File: src/hdl/ilc_pkg.sv
`default_nettype none

package ilc_pkg;

  localparam int ILC_LINES = 32;
  localparam int ILC_PERIPHS = 4;
  localparam int ILC_ADDR_W = 8;

  // Register byte addresses.
  localparam logic [7:0] ADDR_OWNER_CTRL_SET_WR = 8'h00;
  localparam logic [7:0] ADDR_OWNER_PERIPH_SET_WR = 8'h04;
  localparam logic [7:0] ADDR_OWNER_STATE = 8'h08;
  localparam logic [7:0] ADDR_DRIVE_ON_WR = 8'h10;
  localparam logic [7:0] ADDR_DRIVE_OFF_WR = 8'h14;
  localparam logic [7:0] ADDR_DRIVE_STATE = 8'h18;
  localparam logic [7:0] ADDR_LEVEL_SET_WR = 8'h30;
  localparam logic [7:0] ADDR_LEVEL_CLEAR_WR = 8'h34;
  localparam logic [7:0] ADDR_LEVEL_STATE = 8'h38;
  localparam logic [7:0] ADDR_OPEN_DRAIN_ON_WR = 8'h50;
  localparam logic [7:0] ADDR_OPEN_DRAIN_OFF_WR = 8'h54;
  localparam logic [7:0] ADDR_OPEN_DRAIN_STATE = 8'h58;
  localparam logic [7:0] ADDR_PULLUP_OFF_WR = 8'h60;
  localparam logic [7:0] ADDR_PULLUP_ON_WR = 8'h64;
  localparam logic [7:0] ADDR_PULLUP_STATE = 8'h68;
  localparam logic [7:0] ADDR_PERIPH_SELECT_LO = 8'h70;
  localparam logic [7:0] ADDR_PERIPH_SELECT_HI = 8'h74;
  localparam logic [7:0] ADDR_PULLDOWN_OFF_WR = 8'h90;
  localparam logic [7:0] ADDR_PULLDOWN_ON_WR = 8'h94;
  localparam logic [7:0] ADDR_PULLDOWN_STATE = 8'h98;
  localparam logic [7:0] ADDR_DIRECT_WRITE_ON_WR = 8'hA0;
  localparam logic [7:0] ADDR_DIRECT_WRITE_OFF_WR = 8'hA4;
  localparam logic [7:0] ADDR_DIRECT_WRITE_MASK = 8'hA8;

  // Values after reset.
  localparam logic [31:0] RST_OWNER_STATE = 32'hFFFF_FFFF;
  localparam logic [31:0] RST_MUXED_LINES = 32'hFFFF_FFFF;
  localparam logic [31:0] RST_PULLUP_STATE = 32'h0000_0000;
  localparam logic [31:0] RST_PULLDOWN_STATE = 32'hFFFF_FFFF;
  localparam logic [31:0] RST_PERIPH_SELECT = 32'h0000_0000;
  localparam logic [31:0] RST_DRIVE_STATE = 32'h0000_0000;
  localparam logic [31:0] RST_LEVEL_STATE = 32'h0000_0000;
  localparam logic [31:0] RST_DIRECT_WRITE_MASK = 32'h0000_0000;
  localparam logic [31:0] RST_OPEN_DRAIN_STATE = 32'h0000_0000;
  localparam logic [31:0] RST_ZERO = 32'h0000_0000;

  typedef struct packed {
    logic [ILC_ADDR_W-1:0] addr;
    logic [31:0] wdata;
    logic wr;
    logic rd;
  } ilc_bus_req_type;

  typedef struct packed {
    logic [31:0] out;
    logic [31:0] oe;
  } ilc_periph_type;

  typedef struct packed {
    logic [31:0] out;
    logic [31:0] oe;
    logic [31:0] pullup_en;
    logic [31:0] pulldown_en;
  } ilc_pad_type;

  typedef struct packed {
    logic [31:0] owner_state;
    logic [31:0] drive_state;
    logic [31:0] level_state;
    logic [31:0] direct_write_mask;
    logic [31:0] open_drain_state;
    logic [31:0] pullup_state;
    logic [31:0] pulldown_state;
    logic [31:0] periph_select_lo;
    logic [31:0] periph_select_hi;
    logic [31:0] pin_sync1;
    logic [31:0] pin_sync2;
    logic [31:0] rdata;
    ilc_pad_type pad;
  } ilc_state_type;

endpackage

`default_nettype wire

File: src/hdl/ilc_io_line_controller.sv
// What this block does
// RULE_01: Thirty-two lines, each owning one bit of every per-line register.
// RULE_02: Pull-up on/off writes update pull-up state; zero means pull-up on.
// RULE_03: Pull-down on/off writes update pull-down state; zero means pull-down on.
// RULE_04: Enabling one pull while the other is on is discarded for that line.
// RULE_05: Pull-up acts whatever the line's ownership or other configuration.
// RULE_06: Reset turns all pull-ups on (state zero) and all pull-downs off.
// RULE_07: Owner writes set/clear owner state; one is controller, zero peripheral.
// RULE_08: Lines without peripherals ignore owner writes and read owner one.
// RULE_09: Owner state reset value is a per-product parameter.
// RULE_10: Select bits 00 choose A, lo=1 hi=0 B, lo=0 hi=1 C.
// RULE_11: Select bits both one choose peripheral D.
// RULE_12: Selection steers outputs only; peripheral inputs always see the pin.
// RULE_13: Select writes act regardless of ownership; handover also needs owner write.
// RULE_14: Both select registers reset to zero, selecting peripheral A.
// RULE_15: Peripheral-owned line takes drive enable and level from the peripheral.
// RULE_16: Drive on/off writes set/clear drive state; one means controller drives.
// RULE_17: Level set/clear writes set/clear the level driven by the controller.
// RULE_18: Drive and level writes update state even while a peripheral owns.
// RULE_19: Direct level writes touch only masked lines; mask has on/off writes.
// RULE_20: Direct write mask resets to zero.
// RULE_21: Open-drain lines drive only low, for either owner; on/off writes.
// RULE_22: Open-drain state resets to zero.
// RULE_23: In set/clear pairs a one acts on its line, a zero does nothing.
`default_nettype none

module ilc_io_line_controller
  import ilc_pkg::*;
#(
  parameter logic [31:0] OWNER_RESET = RST_OWNER_STATE,
  parameter logic [31:0] MUXED_LINES = RST_MUXED_LINES
)
(
  input wire logic sys_clk,
  input wire logic rst,
  input wire ilc_bus_req_type bus_req,
  output logic [31:0] bus_rdata,
  input wire ilc_periph_type [ILC_PERIPHS-1:0] periph_drive,
  output logic [31:0] periph_pin_in,
  input wire logic [ILC_LINES-1:0] pin_in,
  output ilc_pad_type pad
);

  ilc_state_type state;
  ilc_state_type next_state;

  localparam ilc_state_type RESET_STATE = '{
    owner_state: OWNER_RESET | ~MUXED_LINES, // RULE_09
    drive_state: RST_DRIVE_STATE,
    level_state: RST_LEVEL_STATE,
    direct_write_mask: RST_DIRECT_WRITE_MASK, // RULE_20
    open_drain_state: RST_OPEN_DRAIN_STATE, // RULE_22
    pullup_state: RST_PULLUP_STATE, // RULE_06
    pulldown_state: RST_PULLDOWN_STATE, // RULE_06
    periph_select_lo: RST_PERIPH_SELECT, // RULE_14
    periph_select_hi: RST_PERIPH_SELECT, // RULE_14
    pin_sync1: RST_ZERO,
    pin_sync2: RST_ZERO,
    rdata: RST_ZERO,
    pad: '{out: RST_ZERO, oe: RST_ZERO, pullup_en: ~RST_PULLUP_STATE,
      pulldown_en: ~RST_PULLDOWN_STATE}
  };

  ////////////////////////////////////////////////////////////////////////////////
  // Register writes, read mux and pad drive.

  always_comb
  begin
    logic [1:0] sel;
    logic own;
    logic en;
    logic lvl;
    logic [31:0] wd;
    sel = 2'b00;
    own = 1'b0;
    en = 1'b0;
    lvl = 1'b0;
    wd = bus_req.wdata;
    next_state = state;
    next_state.rdata = RST_ZERO;
    next_state.pin_sync1 = pin_in;
    next_state.pin_sync2 = state.pin_sync1;

    if (bus_req.wr)
    begin
      case (bus_req.addr)
        ADDR_OWNER_CTRL_SET_WR:
          next_state.owner_state = state.owner_state | (wd & MUXED_LINES); // RULE_07 RULE_08
        ADDR_OWNER_PERIPH_SET_WR:
          next_state.owner_state = state.owner_state & ~(wd & MUXED_LINES); // RULE_07 RULE_08
        ADDR_DRIVE_ON_WR:
          next_state.drive_state = state.drive_state | wd; // RULE_16 RULE_18 RULE_23
        ADDR_DRIVE_OFF_WR:
          next_state.drive_state = state.drive_state & ~wd; // RULE_16 RULE_18 RULE_23
        ADDR_LEVEL_SET_WR:
          next_state.level_state = state.level_state | wd; // RULE_17 RULE_18 RULE_23
        ADDR_LEVEL_CLEAR_WR:
          next_state.level_state = state.level_state & ~wd; // RULE_17 RULE_18 RULE_23
        ADDR_LEVEL_STATE:
          next_state.level_state = (state.level_state & ~state.direct_write_mask)
            | (wd & state.direct_write_mask); // RULE_19
        ADDR_DIRECT_WRITE_ON_WR:
          next_state.direct_write_mask = state.direct_write_mask | wd; // RULE_19 RULE_23
        ADDR_DIRECT_WRITE_OFF_WR:
          next_state.direct_write_mask = state.direct_write_mask & ~wd; // RULE_19 RULE_23
        ADDR_OPEN_DRAIN_ON_WR:
          next_state.open_drain_state = state.open_drain_state | wd; // RULE_21 RULE_23
        ADDR_OPEN_DRAIN_OFF_WR:
          next_state.open_drain_state = state.open_drain_state & ~wd; // RULE_21 RULE_23
        ADDR_PULLUP_OFF_WR:
          next_state.pullup_state = state.pullup_state | wd; // RULE_02 RULE_23
        ADDR_PULLUP_ON_WR:
          // A pull-up may only come on where the pull-down is already off.
          next_state.pullup_state = state.pullup_state
            & ~(wd & state.pulldown_state); // RULE_02 RULE_04 RULE_23
        ADDR_PULLDOWN_OFF_WR:
          next_state.pulldown_state = state.pulldown_state | wd; // RULE_03 RULE_23
        ADDR_PULLDOWN_ON_WR:
          next_state.pulldown_state = state.pulldown_state
            & ~(wd & state.pullup_state); // RULE_03 RULE_04 RULE_23
        ADDR_PERIPH_SELECT_LO:
          next_state.periph_select_lo = wd; // RULE_13
        ADDR_PERIPH_SELECT_HI:
          next_state.periph_select_hi = wd; // RULE_13
        default:
          next_state.rdata = RST_ZERO;
      endcase
    end

    if (bus_req.rd)
    begin
      case (bus_req.addr)
        ADDR_OWNER_STATE: next_state.rdata = state.owner_state | ~MUXED_LINES; // RULE_08
        ADDR_DRIVE_STATE: next_state.rdata = state.drive_state;
        ADDR_LEVEL_STATE: next_state.rdata = state.level_state;
        ADDR_DIRECT_WRITE_MASK: next_state.rdata = state.direct_write_mask;
        ADDR_OPEN_DRAIN_STATE: next_state.rdata = state.open_drain_state;
        ADDR_PULLUP_STATE: next_state.rdata = state.pullup_state;
        ADDR_PULLDOWN_STATE: next_state.rdata = state.pulldown_state;
        ADDR_PERIPH_SELECT_LO: next_state.rdata = state.periph_select_lo;
        ADDR_PERIPH_SELECT_HI: next_state.rdata = state.periph_select_hi;
        default: next_state.rdata = RST_ZERO;
      endcase
    end

    // Pulls follow their state bits alone, whoever owns the line.
    next_state.pad.pullup_en = ~next_state.pullup_state; // RULE_05
    next_state.pad.pulldown_en = ~next_state.pulldown_state; // RULE_03

    for (int i = 0; i < ILC_LINES; i++) // RULE_01
    begin
      sel = {next_state.periph_select_hi[i], next_state.periph_select_lo[i]}; // RULE_10 RULE_11
      own = next_state.owner_state[i];
      en = own ? next_state.drive_state[i] : periph_drive[sel].oe[i]; // RULE_15 RULE_16
      lvl = own ? next_state.level_state[i] : periph_drive[sel].out[i]; // RULE_15 RULE_17
      if (next_state.open_drain_state[i])
      begin
        next_state.pad.oe[i] = en & ~lvl; // RULE_21
        next_state.pad.out[i] = 1'b0; // RULE_21
      end
      else
      begin
        next_state.pad.oe[i] = en;
        next_state.pad.out[i] = lvl;
      end
    end
  end

  ////////////////////////////////////////////////////////////////////////////////
  // State register.

  always_ff @(posedge sys_clk)
  begin
    if (rst)
      state <= RESET_STATE;
    else
      state <= next_state;
  end

  assign bus_rdata = state.rdata;
  assign periph_pin_in = state.pin_sync2; // RULE_12
  assign pad = state.pad;

endmodule

`default_nettype wire

File: config.mk
export PLATFORM = sky130hd
export DESIGN_NAME = ilc_io_line_controller
export DESIGN_NICKNAME = d
export VERILOG_FILES = /design/src/hdl/ilc_pkg.sv /design/src/hdl/ilc_io_line_controller.sv
export SDC_FILE = /design/constraint.sdc
export NUM_CORES = 1
export LEC_CHECK = 0
export ABC_AREA = 1
export BUFFER_PORTS_ARGS = -buffer_cell sky130_fd_sc_hd__buf_2
export CAP_MARGIN = 40
export CORE_MARGIN = 2
export CORE_UTILIZATION = 35
export DETAILED_ROUTE_END_ITERATION = 12
export PLACE_DENSITY = 0.62
export SLEW_MARGIN = 20
export SYNTH_ARGS = -nofsm -noshare
export SYNTH_HDL_FRONTEND = slang
export SYNTH_SLANG_ARGS = --single-unit
File: constraint.sdc
create_clock -name sys_clk -period 1.8 [get_ports sys_clk]
set_input_delay 0.27 -clock sys_clk [delete_from_list [all_inputs] [get_ports sys_clk]]
set_output_delay 0.27 -clock sys_clk [all_outputs]
set_load 0.005 [all_outputs]
==> flow_metrics.env <==
export IMPL_status="complete, no violations"
export IMPL_holdBufCountCts=43
export IMPL_yosys_cell_types_count=40
export IMPL_dr_pass1_iters=5
export IMPL_fp_dieW_microns=278
export IMPL_rows=100
export IMPL_ios=524
export IMPL_clkSinkCount=512
export IMPL_synthesis_area_sq_um=26200
export IMPL_grt_util_all_layers_pct=24.3
export IMPL_insertion_delay_ps=640
export IMPL_synth_cells=3806
export IMPL_dr_total_vias=26600
export IMPL_placement_io_buffers=523
export IMPL_final_cell_count_no_fill=5432
export IMPL_seqCellArea_sq_um=10200
export IMPL_post_route_drc_count=0
export IMPL_start_util_pct=35.2
export IMPL_start_kind="input pin"
export IMPL_synth_seq_cells=512
export IMPL_grt_pass1_wl_mm=145
export IMPL_postSynthAreaPerCell_sq_um=6.88
export IMPL_seq_area_frac_synth_pct=39.1
export IMPL_cts_buffers=58
export IMPL_post_cts_setup_buffers=0
export IMPL_area_delta_synth_final_pct=29.0
export IMPL_final_cell_mix="nand2_1, inv_1, nand3_1"
export IMPL_critPathRequiredTime_ps=2330
export IMPL_synth_nets=4138
export IMPL_p_leak_uw=0.0176
export IMPL_gp_congestion=0.913
export IMPL_grt_ovfl_total=0
export IMPL_maxSlewHeadroom_pct=54.1
export IMPL_grt_antenna_before_repair=8
export IMPL_yosys_warnings=0
export IMPL_h_tree_depth=2
export IMPL_cp_arrival_ps=2180
export IMPL_power_uw=25500
export IMPL_path_cells="buf_2 > nor2_1 > nand3_1 > nor2_1 > inv_2 > buf_12 > o21ai_1 > inv_1 > nand2_1 > nand2_1 > nand2_1 > inv_2 > nand2_1 > inv_1"
export IMPL_fin_crit_ps=1660
export IMPL_cts_buffer_depth=3
export IMPL_grt_start_max_net_pins=116
export IMPL_tritoncts="yes"
export IMPL_rsz0062_at_grt="no"
export IMPL_grt_pass1_vias=25200
export IMPL_post_dp_hpwl_mm=70.2
export IMPL_ir_drop_uv=757
export IMPL_fin_util_pct=45.5
export IMPL_critPathTopFamily="simple AND/OR/NAND/NOR gates"
export IMPL_cts_root_buffer="clkbuf_16"
export IMPL_cts_repair_resized=0
export IMPL_crit_type="input pin to flip-flop"
export IMPL_dieArea_sq_um=77000
export IMPL_die_h_microns=278
export IMPL_power_density_nw_per_um2=756
export IMPL_nFillCells=7562
export IMPL_hp_class="input pin to flip-flop"
export IMPL_hold_viol_final=0
export IMPL_finalSetupViolCount=0
export IMPL_viasPerCell=4.89
export IMPL_crit_buf_inv=6
export IMPL_crit_path_max_incr_delay_ps=410
export IMPL_dp_cells=5276
export IMPL_nets=4742
export IMPL_path_common_cell="nand2_1"
export IMPL_maxCapViolations=0
export IMPL_endpoint_kind="flip-flop"
export IMPL_crit_slowest_cell="nor2_1"
export IMPL_drt_iter0_drc=2013
export IMPL_critPathMaxFanout=10
export IMPL_drive_above_1_share_pct=24.8
export IMPL_whs_ps=35.1
export IMPL_multiInputGateArea_sq_um=11400
export IMPL_drv_slew=0
export IMPL_max_freq_mhz=604
export IMPL_routedWlPerCell_microns=17.9
export IMPL_path_clk_slew_ps=60
export IMPL_period_share_pct=92.0
export IMPL_antenna_left=0
export IMPL_fin_setup_tns_ps=0
export IMPL_final_common_cell="nand2_1"
export IMPL_core_sq_um=74300
export IMPL_worst_slew_pin_slew_ps=685
export IMPL_finClkSkew_ps=14.9
export IMPL_routed_wl_mm=97.3
## worst reg2reg max path: cells and delay by family (launching register included)
kind / cells / cell delay (ps)
buf+inv: 2 / 100
simple gates: 6 / 540
flops: 1 / 350
compound gates: 1 / 150
## final timing paths
kind	startpoint	to	slack [ps]	depth (start not counted)
setup / recovery	bus_req[41]	pad[93]	140	14
hold / removal	bus_req[8]	state[262]	40	3
setup reg to reg	state[446]	pad[94]	580	9
hold reg to reg	next_state[182]	periph_pin_in[22]	400	2
## metal layers
metal / wire [microns] / share of wire (%) / global-route usage (%)
met1: 42800 / 44 / 31.9
met2: 45000 / 46 / 40.6
met3: 6030 / 6.2 / 3.49
met4: 3500 / 3.6 / 9.00
met5: 44 / 0.045 / 0
## final cells by class
cell class / count / share of cell area, %
flip-flops and latches: 512 / 30.3
multi-input cells: 2291 / 33.7
inverters: 650 / 7.24
repair buffers: 897 / 19.2
clock inverters: 34 / 1.10
clock buffers: 75 / 4.78
well taps: 969 / 3.59
diodes: 4 / 0.0296
## per-stage QoR
step	area, sq um	setup slack (ps)
global route	33800	31.0
CTS	33800	232
global placement	31400	-385
detailed placement	31400	-405
floorplan	26200	142
finish	33800	145
## synth_stat cells, drive strengths merged
master	number	area, sq um
a211oi	5	37.5
a21oi	106	531
a221oi	2	17.5
a22o	12	105
a22oi	1	12.5
a31oi	13	81.3
a32o	2	20.0
a41oi	2	17.5
buf	265	1890
clkbuf	88	330
dfxtp	512	10200
inv	650	2440
nand2	934	3610
nand3	536	2710
nand3b	64	480
nand4	74	891
nor2	208	840
nor3	12	60.1
nor3b	1	7.51
o2111ai	1	8.76
o211a	1	10.0
o211ai	38	285
o21ai	245	1230
o22ai	1	6.26
o311a	32	320
or3	1	6.26
## flip-flops by register name (all words and copies together), names as in the netlist, named ones only
register,flops
bus_rdata,32
next_state,32
pad,128
periph_pin_in,32
state,256
## cells by family (layout without fill, tap and decap cells)
family / count (synthesis) / count (layout) / synth area share, %
DFF: 512 / 512 / 39.1
and+or+nand+nor: 1830 / 1830 / 32.9
buffers and inverters: 1003 / 1656 / 17.8
AOI/OAI and AO/OA: 461 / 461 / 10.2
other: 0 / 4 / 0
## report_power, final
group | switching (uW) | leakage, uW | internal [uW]
clock | 5200 | 0.000972 | 7100
sequential | 21.7 | 0.00414 | 11400
combinational | 1020 | 0.0125 | 776
Power figures use the tool's default switching activity.
